### config.mk
export PLATFORM = sky130hd
export DESIGN_NAME = iap_flash_ctrl
export DESIGN_NICKNAME = d
export VERILOG_FILES = /design/src/include/iap_pkg.sv /design/src/hw/iap_flash_ctrl.sv
export SDC_FILE = /design/constraint.sdc
export NUM_CORES = 1
export LEC_CHECK = 0
export BUFFER_PORTS_ARGS = -buffer_cell sky130_fd_sc_hd__buf_2
export CAP_MARGIN = 5
export CORE_ASPECT_RATIO = 1.25
export CORE_MARGIN = 10
export CORE_UTILIZATION = 43
export DETAILED_ROUTE_END_ITERATION = 12
export SYNTH_ARGS = -nofsm -noshare
export SYNTH_HDL_FRONTEND = slang
export SYNTH_SLANG_ARGS = --single-unit
export TNS_END_PERCENT = 10
### constraint.sdc
create_clock -name core_clk -period 3.1 [get_ports core_clk]
set_clock_uncertainty 0.05 [all_clocks]
set_input_delay 0.62 -clock core_clk [delete_from_list [all_inputs] [get_ports core_clk]]
set_output_delay 0.62 -clock core_clk [all_outputs]
set_load 0.02 [all_outputs]
### src/include/iap_pkg.sv
// Package for the in-application flash update controller.
// Assumes an APB master on core_clk and a flash macro with a level request.
package iap_pkg;

  localparam logic [7:0] REG_CTRL     = 8'h00;
  localparam logic [7:0] REG_KEY      = 8'h04;
  localparam logic [7:0] REG_BUF_CTRL = 8'h08;
  localparam logic [7:0] REG_ADDR_LO  = 8'h0C;
  localparam logic [7:0] REG_ADDR_HI  = 8'h10;
  localparam logic [7:0] REG_DATA_LO  = 8'h14;
  localparam logic [7:0] REG_DATA_HI  = 8'h18;

  localparam int CTRL_UNLOCKED = 7;
  localparam int CTRL_OP_LSB   = 4;
  localparam int CTRL_UNLOCK_GO = 3;
  localparam int CTRL_WRITE    = 2;
  localparam int CTRL_READ_EN  = 1;
  localparam int CTRL_READ     = 0;

  localparam logic [2:0] OP_WRITE  = 3'h0;
  localparam logic [2:0] OP_ERASE  = 3'h1;
  localparam logic [2:0] OP_READ   = 3'h3;
  localparam logic [2:0] OP_UNLOCK = 3'h6;

  // Arbitrary key value that the enable procedure expects in the key register.
  localparam logic [7:0] UNLOCK_KEY = 8'hA5;

  localparam int BLOCK_BITS = 8;
  localparam int UNIT_BITS  = 2;
  localparam logic [15:0] BUF_CLEAR_VALUE = 16'h0000;

  localparam logic [1:0] FOP_READ  = 2'h0;
  localparam logic [1:0] FOP_PROG  = 2'h1;
  localparam logic [1:0] FOP_ERASE = 2'h2;

  typedef struct packed {
    logic        valid;
    logic [1:0]  op;
    logic [15:0] addr;
    logic [15:0] wdata;
  } iap_flash_cmd_t;

  typedef struct packed {
    logic        done;
    logic [15:0] rdata;
  } iap_flash_rsp_t;

  typedef enum logic [3:0] {
    ST_IDLE  = 4'b0001,
    ST_ERASE = 4'b0010,
    ST_PROG  = 4'b0100,
    ST_READ  = 4'b1000
  } iap_state_t;

endpackage

### src/hw/iap_flash_ctrl.sv
// Flash erase, write and read sequencer with its APB register file.
// Assumes a flash macro that answers a held request with a one-cycle done.
//
// Register access over APB and the register addresses were left to the implementer.
`timescale 1ns/100ps
`default_nettype none
module iap_flash_ctrl #(
  parameter int PAGE_MODE  = 0,
  parameter int PAGE_WORDS = 32,
  parameter int ADDR_W     = 12
) (
  input  wire logic                    core_clk,
  input  wire logic                    reset_n,
  input  wire logic                    psel,
  input  wire logic                    penable,
  input  wire logic                    pwrite,
  input  wire logic [7:0]              paddr,
  input  wire logic [31:0]             pwdata,
  output logic      [31:0]             prdata,
  output logic                         pready,
  output logic                         pslverr,
  output iap_pkg::iap_flash_cmd_t      flash_cmd,
  input  wire iap_pkg::iap_flash_rsp_t flash_rsp
);
  import iap_pkg::*;

  localparam int UNIT_W  = (PAGE_MODE != 0) ? $clog2(PAGE_WORDS) : UNIT_BITS;
  localparam int ERASE_W = (PAGE_MODE != 0) ? UNIT_W : BLOCK_BITS;
  localparam logic [UNIT_W-1:0] UNIT_LAST = '1;

  iap_state_t         state;
  logic               unlocked;
  logic [2:0]         op_sel;
  logic               write_trig;
  logic               read_en;
  logic               read_trig;
  logic [7:0]         key;
  logic               clr_pend;
  logic [ADDR_W-1:0]  addr;
  logic [7:0]         data_lo;
  logic [7:0]         data_hi;
  logic [15:0]        wbuf [PAGE_WORDS];
  logic [UNIT_W-1:0]  cnt;
  logic               access;
  logic               wr;
  logic               mapped;
  logic               busy;
  logic               seq_done;
  logic               prog_done;
  logic               data_ok;
  logic [2:0]         next_op;
  logic [ADDR_W-1:0]  unit_base;
  logic [ADDR_W-1:0]  erase_base;

  assign access    = psel && penable;
  assign wr        = access && pwrite;
  assign pready    = 1'b1;
  assign pslverr   = access && !mapped;
  assign busy      = (state != ST_IDLE) || write_trig || read_trig;
  assign seq_done  = (state != ST_IDLE) && flash_rsp.done &&
                     ((state != ST_PROG) || (cnt == UNIT_LAST));
  assign prog_done = seq_done && (state == ST_PROG);
  // Data loads are refused while locked and while a sequence owns the buffer.
  assign data_ok   = unlocked && !busy;
  assign next_op   = pwdata[CTRL_OP_LSB+2:CTRL_OP_LSB];
  assign unit_base  = {addr[ADDR_W-1:UNIT_W], {UNIT_W{1'b0}}};
  // Block variant: low eight address bits are ignored for the block select.
  assign erase_base = {addr[ADDR_W-1:ERASE_W], {ERASE_W{1'b0}}};

  always_comb begin
    mapped = 1'b1;
    prdata = 32'h0000_0000;
    case (paddr)
      REG_CTRL: begin
        prdata[CTRL_UNLOCKED] = unlocked;
        prdata[CTRL_OP_LSB+2:CTRL_OP_LSB] = op_sel;
        prdata[CTRL_WRITE] = write_trig;
        prdata[CTRL_READ_EN] = read_en;
        prdata[CTRL_READ] = read_trig;
      end
      REG_KEY:      prdata[7:0] = key;
      REG_BUF_CTRL: prdata[0] = clr_pend;
      REG_ADDR_LO:  prdata[7:0] = addr[7:0];
      REG_ADDR_HI:  prdata[ADDR_W-9:0] = addr[ADDR_W-1:8];
      REG_DATA_LO:  prdata[7:0] = data_lo;
      REG_DATA_HI:  prdata[7:0] = data_hi;
      default:      mapped = 1'b0;
    endcase
  end

  // Unlock status: only the enable procedure sets it, software only clears.
  always_ff @(posedge core_clk) begin
    if (!reset_n) begin
      unlocked <= 1'b0;
    end else if (wr && paddr == REG_CTRL && !busy) begin
      if (pwdata[CTRL_UNLOCK_GO] && next_op == OP_UNLOCK &&
          key == UNLOCK_KEY) begin
        unlocked <= 1'b1;
      end else if (!pwdata[CTRL_UNLOCKED]) begin
        unlocked <= 1'b0;
      end
    end
  end

  // Control fields and the two triggers.
  always_ff @(posedge core_clk) begin
    if (!reset_n) begin
      op_sel     <= OP_WRITE;
      read_en    <= 1'b0;
      write_trig <= 1'b0;
      read_trig  <= 1'b0;
    end else if (seq_done) begin
      write_trig <= 1'b0;
      read_trig  <= 1'b0;
    end else if (wr && paddr == REG_CTRL && !busy) begin
      op_sel  <= next_op;
      read_en <= pwdata[CTRL_READ_EN];
      // A write or erase trigger while locked is dropped on the floor.
      write_trig <= pwdata[CTRL_WRITE] && unlocked &&
                    (next_op == OP_WRITE || next_op == OP_ERASE);
      // Reading needs the enable bit in the same write; the stored read_en is not consulted.
      read_trig <= pwdata[CTRL_READ] && pwdata[CTRL_READ_EN] &&
                   next_op == OP_READ;
    end
  end

  always_ff @(posedge core_clk) begin
    if (!reset_n) begin
      key <= 8'h00;
    end else if (wr && paddr == REG_KEY) begin
      key <= pwdata[7:0];
    end
  end

  // Buffer clear command takes one cycle and then reads back as zero.
  always_ff @(posedge core_clk) begin
    if (!reset_n) begin
      clr_pend <= 1'b0;
    end else if (clr_pend) begin
      clr_pend <= 1'b0;
    end else if (wr && paddr == REG_BUF_CTRL && !busy) begin
      clr_pend <= pwdata[0];
    end
  end

  // Address register; a data high load steps it but never past the unit end.
  always_ff @(posedge core_clk) begin
    if (!reset_n) begin
      addr <= '0;
    end else if (wr && !busy) begin
      if (paddr == REG_ADDR_LO) begin
        addr[7:0] <= pwdata[7:0];
      end else if (paddr == REG_ADDR_HI) begin
        addr[ADDR_W-1:8] <= pwdata[ADDR_W-9:0];
      end else if (paddr == REG_DATA_HI && data_ok &&
                   addr[UNIT_W-1:0] != UNIT_LAST) begin
        addr <= addr + 1'b1;
      end
    end
  end

  // Data registers; a finished read overwrites them with the flash word.
  always_ff @(posedge core_clk) begin
    if (!reset_n) begin
      data_lo <= 8'h00;
      data_hi <= 8'h00;
    end else if (seq_done && state == ST_READ) begin
      data_lo <= flash_rsp.rdata[7:0];
      data_hi <= flash_rsp.rdata[15:8];
    end else if (wr && data_ok && paddr == REG_DATA_LO) begin
      data_lo <= pwdata[7:0];
    end else if (wr && data_ok && paddr == REG_DATA_HI) begin
      data_hi <= pwdata[7:0];
    end
  end

  // Write buffer; indexed by the word offset inside the current unit.
  always_ff @(posedge core_clk) begin
    if (!reset_n || clr_pend || prog_done) begin
      for (int i = 0; i < PAGE_WORDS; i++) begin
        wbuf[i] <= BUF_CLEAR_VALUE;
      end
    end else if (wr && data_ok && paddr == REG_DATA_HI) begin
      wbuf[addr[UNIT_W-1:0]] <= {pwdata[7:0], data_lo};
    end
  end

  // Sequencer. The request stays up until the macro answers with done.
  always_ff @(posedge core_clk) begin
    if (!reset_n) begin
      state     <= ST_IDLE;
      cnt       <= '0;
      flash_cmd <= '0;
    end else begin
      case (state)
        ST_IDLE: begin
          cnt <= '0;
          if (write_trig && op_sel == OP_ERASE) begin
            state           <= ST_ERASE;
            flash_cmd.valid <= 1'b1;
            flash_cmd.op    <= FOP_ERASE;
            flash_cmd.addr  <= 16'(erase_base);
            flash_cmd.wdata <= 16'h0000;
          end else if (write_trig) begin
            state           <= ST_PROG;
            flash_cmd.valid <= 1'b1;
            flash_cmd.op    <= FOP_PROG;
            flash_cmd.addr  <= 16'(unit_base);
            flash_cmd.wdata <= wbuf[0];
          end else if (read_trig) begin
            state           <= ST_READ;
            flash_cmd.valid <= 1'b1;
            flash_cmd.op    <= FOP_READ;
            flash_cmd.addr  <= 16'(addr);
            flash_cmd.wdata <= 16'h0000;
          end
        end
        ST_PROG: begin
          if (flash_rsp.done) begin
            // Four words in the block variant, a whole page otherwise.
            if (cnt == UNIT_LAST) begin
              state           <= ST_IDLE;
              flash_cmd.valid <= 1'b0;
            end else begin
              cnt             <= cnt + 1'b1;
              flash_cmd.addr  <= flash_cmd.addr + 16'h0001;
              flash_cmd.wdata <= wbuf[cnt + 1'b1];
            end
          end
        end
        ST_ERASE, ST_READ: begin
          if (flash_rsp.done) begin
            state           <= ST_IDLE;
            flash_cmd.valid <= 1'b0;
          end
        end
        default: begin
          state           <= ST_IDLE;
          flash_cmd.valid <= 1'b0;
        end
      endcase
    end
  end

endmodule
`default_nettype wire

Word-level counts from Yosys, hierarchy flattened

Memories as Yosys holds them, arrays and structs flattened.
Index checks and enable logic that the tools add are counted.

Input port bits: 62
RAM bits: 512
Memories kept: 1
Output and inout port bits: 69
Register bits: 85
Word-level logic and storage cells: 153

Memories:

| name | words | width | rd ports | clocked after Yosys merged registers in | write ports | line                 | text |
|---|---|---|---|---|---|---|---|
| wbuf | 32    | 16    | 2        | 0                                       | 32          | iap_flash_ctrl.sv:42 | `logic [15:0] wbuf [PAGE_WORDS];` |

Multiplexer cells: 44
$add $sub $neg: 3
Bitwise gates (word level): 4
Eq/ne operators: 27
Reduce and logical (&&, ||, !) cells: 57

Operators with widths:

| kind                  | number |
|---|---|
| $mux 35               | 3 |
| $mux 32               | 2 |
| $pmux 32 s2           | 1 |
| $mux 8                | 7 |
| $mux 4                | 7 |
| $logic_and 1x1->1     | 26 |
| $eq 8x5->1 const B    | 3 |
| $pmux 4 s5            | 1 |
| $add 16x1->16 const B | 1 |
| $eq 8x4->1 const B    | 2 |
| $mux 16               | 1 |
| $reduce_or 16->1      | 1 |
| $ne 2x2->1 const B    | 7 |
| $add 12x1->12 const B | 1 |
| $mux 1                | 12 |
| $mux 12               | 1 |
| $pmux 2 s6            | 1 |
| $pmux 4 s3            | 1 |
| $reduce_bool 2->1     | 5 |
| $reduce_and 3->1      | 3 |
| $eq 8x3->1 const B    | 1 |
| $eq 8x8->1 const B    | 1 |
| $logic_not 8->1       | 1 |
| $reduce_and 2->1      | 4 |
| 28 further kinds      | 42 |

Longest topological paths before layout

Depth after elaboration: 12
Gate-level depth with buffers: 8
Mapped depth without buffers: 6

Least setup slack after synthesis

Ideal clock, no wire load.

Kind: input to output
Start: input paddr[7]
End: output prdata[1]
Data required time: 2.430 ns
Stages: 6
Arrival: 2.281 ns
Slack: 0.149 ns
Path buffers: 2
Cells stage by stage: or4_4 > buf_6 > nor3_4 > clkbuf_1 > a222oi_1 > nand3_1

Word-level cells in the longest chain between the ends: 2
Elaborated cells on any way between the ends: 7
Those cells by class: eq/ne (5); mux (1); reduce/logical (1)

Ends and longest elaborated chain:

| element                                  | line                 | text |
|---|---|---|
| start, declared                          | iap_flash_ctrl.sv:17 | `input wire logic [7:0] paddr,` |
| $eq 8x5->1, or another cell as far along | iap_flash_ctrl.sv:73 | `case (paddr)` |
| $pmux 2 s6 *                             | iap_flash_ctrl.sv:73 |  |
| end, declared                            | iap_flash_ctrl.sv:19 | `output logic [31:0] prdata,` |

Every way passes the cells marked *; elsewhere a longest branch is shown, timed or not.

Worst setup path after layout

Start: input paddr[7]
End: output prdata[5]

Word-level cells in the longest chain between the ends: 2
Elaborated cells on any way between the ends: 6
Those cells by class: eq/ne (4); mux (1); reduce/logical (1)

Ends and longest elaborated chain:

| element                                  | line |
|---|---|
| $eq 8x5->1, or another cell as far along | iap_flash_ctrl.sv:73 |
| $pmux 4 s5 *                             | iap_flash_ctrl.sv:73 |

Marks and branches as above.

==> metrics.md <==
| Metric | Value |
|---|---|
| Static Leak | `3.34 nW` |
| Number of CTS-inserted buffers | `17` |
| Final WS setup | `0.122 ns` |
| Post-DP HPWL | `14.8 mm` |
| Global route overflow | `0` |
| Worst-Skew Late Latency | `0.43 ns` |
| Synth Warn # | `0` |
| Die W | `138 um` |
| # diodes | `0` |
| Avg Cell Area, Syn | `10.1 um2` |
| Io pins | `131` |
| Setup TNS | `0 ns` |
| Area leader, netlist | `edfxtp_1` |
| Die Ht | `168 um` |
| Pre-CTS setup slack | `0.0767 ns` |
| GR Util All Layers | `0.182` |
| Layout cell share with drive strength beyond 1 | `0.218` |
| Layout Cell Area excl Fill | `8650 um2` |
| Vias in the first global route | `6150` |
| Reg clk slew, reported paths | `0.06 ns` |
| Synth cell types | `71` |
| Yosys reg bits | `149` |
| Area grow syn2layout | `14.7%` |
| CTS resizes | `0` |
| Crit. End Element | `primary output` |
| Final wirelength | `21.5 mm` |
| Root Buffer | `clkbuf_16` |
| First-pass GRT wire length | `34.0 mm` |
| First drt pass iteration count | `6` |
| Vias | `5981` |
| Final ANT Viol Nets | `0` |
| Setup bufs post-CTS | `0` |
| Die area | `23300 um2` |
| Most frequent cells after synthesis | `dfxtp_1, nor2_1, nand2_1` |
| Fin. Hold Viols | `0` |
| CTS max path bufs | `2` |
| Most Frequent Cell on Critical Path | `buf_2` |
| Synth Flop Type | `dfxtp_1` |
| Synth top area cells | `edfxtp_1, dfxtp_1, and2_1` |
| Pwr Density | `478 nW/um2` |
| Max incr delay on CP | `0.66 ns` |
| Core footprint | `17400 um2` |
| Relative slew slack | `0.262` |
| Kind of cell adding the most delay to the critical path | `simple AND/OR/NAND/NOR gates` |
| I/O Buffers | `81` |
| Final Max Slew Viols | `0` |
| Initial Util | `0.434` |
| Dpl cell area | `8130 um2` |
| Endpoints failing setup | `0` |
| Antenna violations before repair | `0` |
| Max Cap Violations | `0` |
| Number of flops mapped to enable cells by yosys | `64` |
| RSZ-0062 raised after global routing | `no` |
| Drt first-iter violations | `473` |
| Wire length per cell | `20.4 um` |
| Ys async rst share | `0` |
| Cell with the most instances after synthesis | `dfxtp_1` |
| Crit start category | `input port` |
| Buf/Inv on CP | `2` |
| H-tree depth | `4` |
| Least-Margin Pin Slew | `1.10 ns` |
| Slowest-stage cell, CP | `or4_4` |
| Hold-fix buffers, CTS | `0` |
| Util after Layout | `0.498` |
| Part of the Yosys area used for sequential elements | `0.480` |
| Clock sinks | `149` |
| VDD IR max | `315 uV` |
| Status | `completed` |
| DR vias/cell | `5.68` |
| Nets | `884` |
| Worst path cell trace | `buf_2 > or4_4 > nor3_4 > a22oi_1 > nand3_1 > buf_2` |
| Post-Synthesis Cells | `745` |
| Residual DRC count | `0` |
| Critical Path AT | `2.31 ns` |
| Crit path max fanout | `11` |
| WP data required | `2.43 ns` |
| Post-synth top area share | `0.255` |
| Syn Std Cell Area | `7540 um2` |
| Crit path time final | `2.98 ns` |
| Routability cong. | `0.868` |
| Largest net degree at the start of global routing | `54` |
| CTS tree | `built` |
| # rows | `54` |
| Worst Hold Class | `in2reg` |
| Crit share post-route | `0.961` |
| Critical Setup Path Class | `in2out` |
| Max Clock Freq | `336 MHz` |
-- through the flow --
step	instances	power, mW	hold WS, ns
2_1_floorplan	768	2.26	0.386
3_3_place_gp	1021	2.30	0.396
3_5_place_dp	1021	2.31	0.399
4_1_cts	1053	4.17	0.327
5_1_grt	1053	4.27	0.337
6_report	1053	4.14	0.339
-- power breakdown --
group	internal [mW]	switching, mW
Clock	1.04	0.829
Sequential	2.07	0.0108
Combinational	0.0524	0.132
-- logic make-up after synthesis --
family	synth area share
other	0.000996
buffers and inverters	0.0624
DFF	0.480
xor gates and xnor gates	0.00813
adders and majority gates	0.00995
and+or+nand+nor	0.244
AOI/OAI and AO/OA	0.109
muxes	0.0851
-- path summary, 6_finish.rpt --
path	depth (start not counted)	end	startpoint	slack (ns)
setup / recovery	6	prdata[5]	paddr[7]	0.12
hold reg to reg	2	flash_cmd[33]	flash_cmd[33]	0.40
setup reg to reg	5	wbuf[0][14]	state[0]	0.58
hold / removal	3	data_lo[1]	flash_rsp[1]	0.34
-- cell usage in the layout, fill, tap and decap left out, types with 18 or more instances in the layout --
master and n:
mux2i_1 27, buf_2 81, o21ai_0 31, and2_1 68
nor4_1 24, nor2_1 74, nand2_1 72, buf_4 18
edfxtp_1 64, a21oi_1 39, dfxtp_1 85, conb_1 25
-- metal layers --
| layer | routed length (um) | up-vias | global-route usage |
|---|---|---|---|
| met5 | 0 | - | 0 |
| met3 | 1330 | 49 | 0.0467 |
| met2 | 11000 | 200 | 0.321 |
| met1 | 8400 | 2930 | 0.200 |
| met4 | 761 | 0 | 0.0904 |
| li1 | - | 2802 | - |
-- area by class of cell --
type	instances	area [um2]
Fill cell	1647	8710
Sequential cell	149	3620
Multi-Input combinational cell	537	3540
Timing Repair Buffer	105	661
Clock buffer	21	450
Tap cell	224	280
Clock inverter	11	77.6
Inverter	6	22.5
-- worst register-to-register path: stages (launching register included) --
cell      delay (ns)
dfxtp_1         0.52
nor2b_1         0.36
o21ai_0         0.24
a311oi_2        0.51
and3_2          0.49
and2_1          0.19
-- flip-flops by register name (all words and copies together), names as in the netlist --
| register | cells |
|---|---|
| data_lo | 8 |
| addr | 12 |
| clr_pend | 1 |
| flash_cmd | 35 |
| unlocked | 1 |
| write_trig | 1 |
| data_hi | 8 |
| wbuf | 64 |
| read_en | 1 |
| op_sel | 3 |
| key | 8 |
| cnt | 2 |
| state | 4 |
| read_trig | 1 |
No activity file was read; power rests on OpenSTA's default activity.
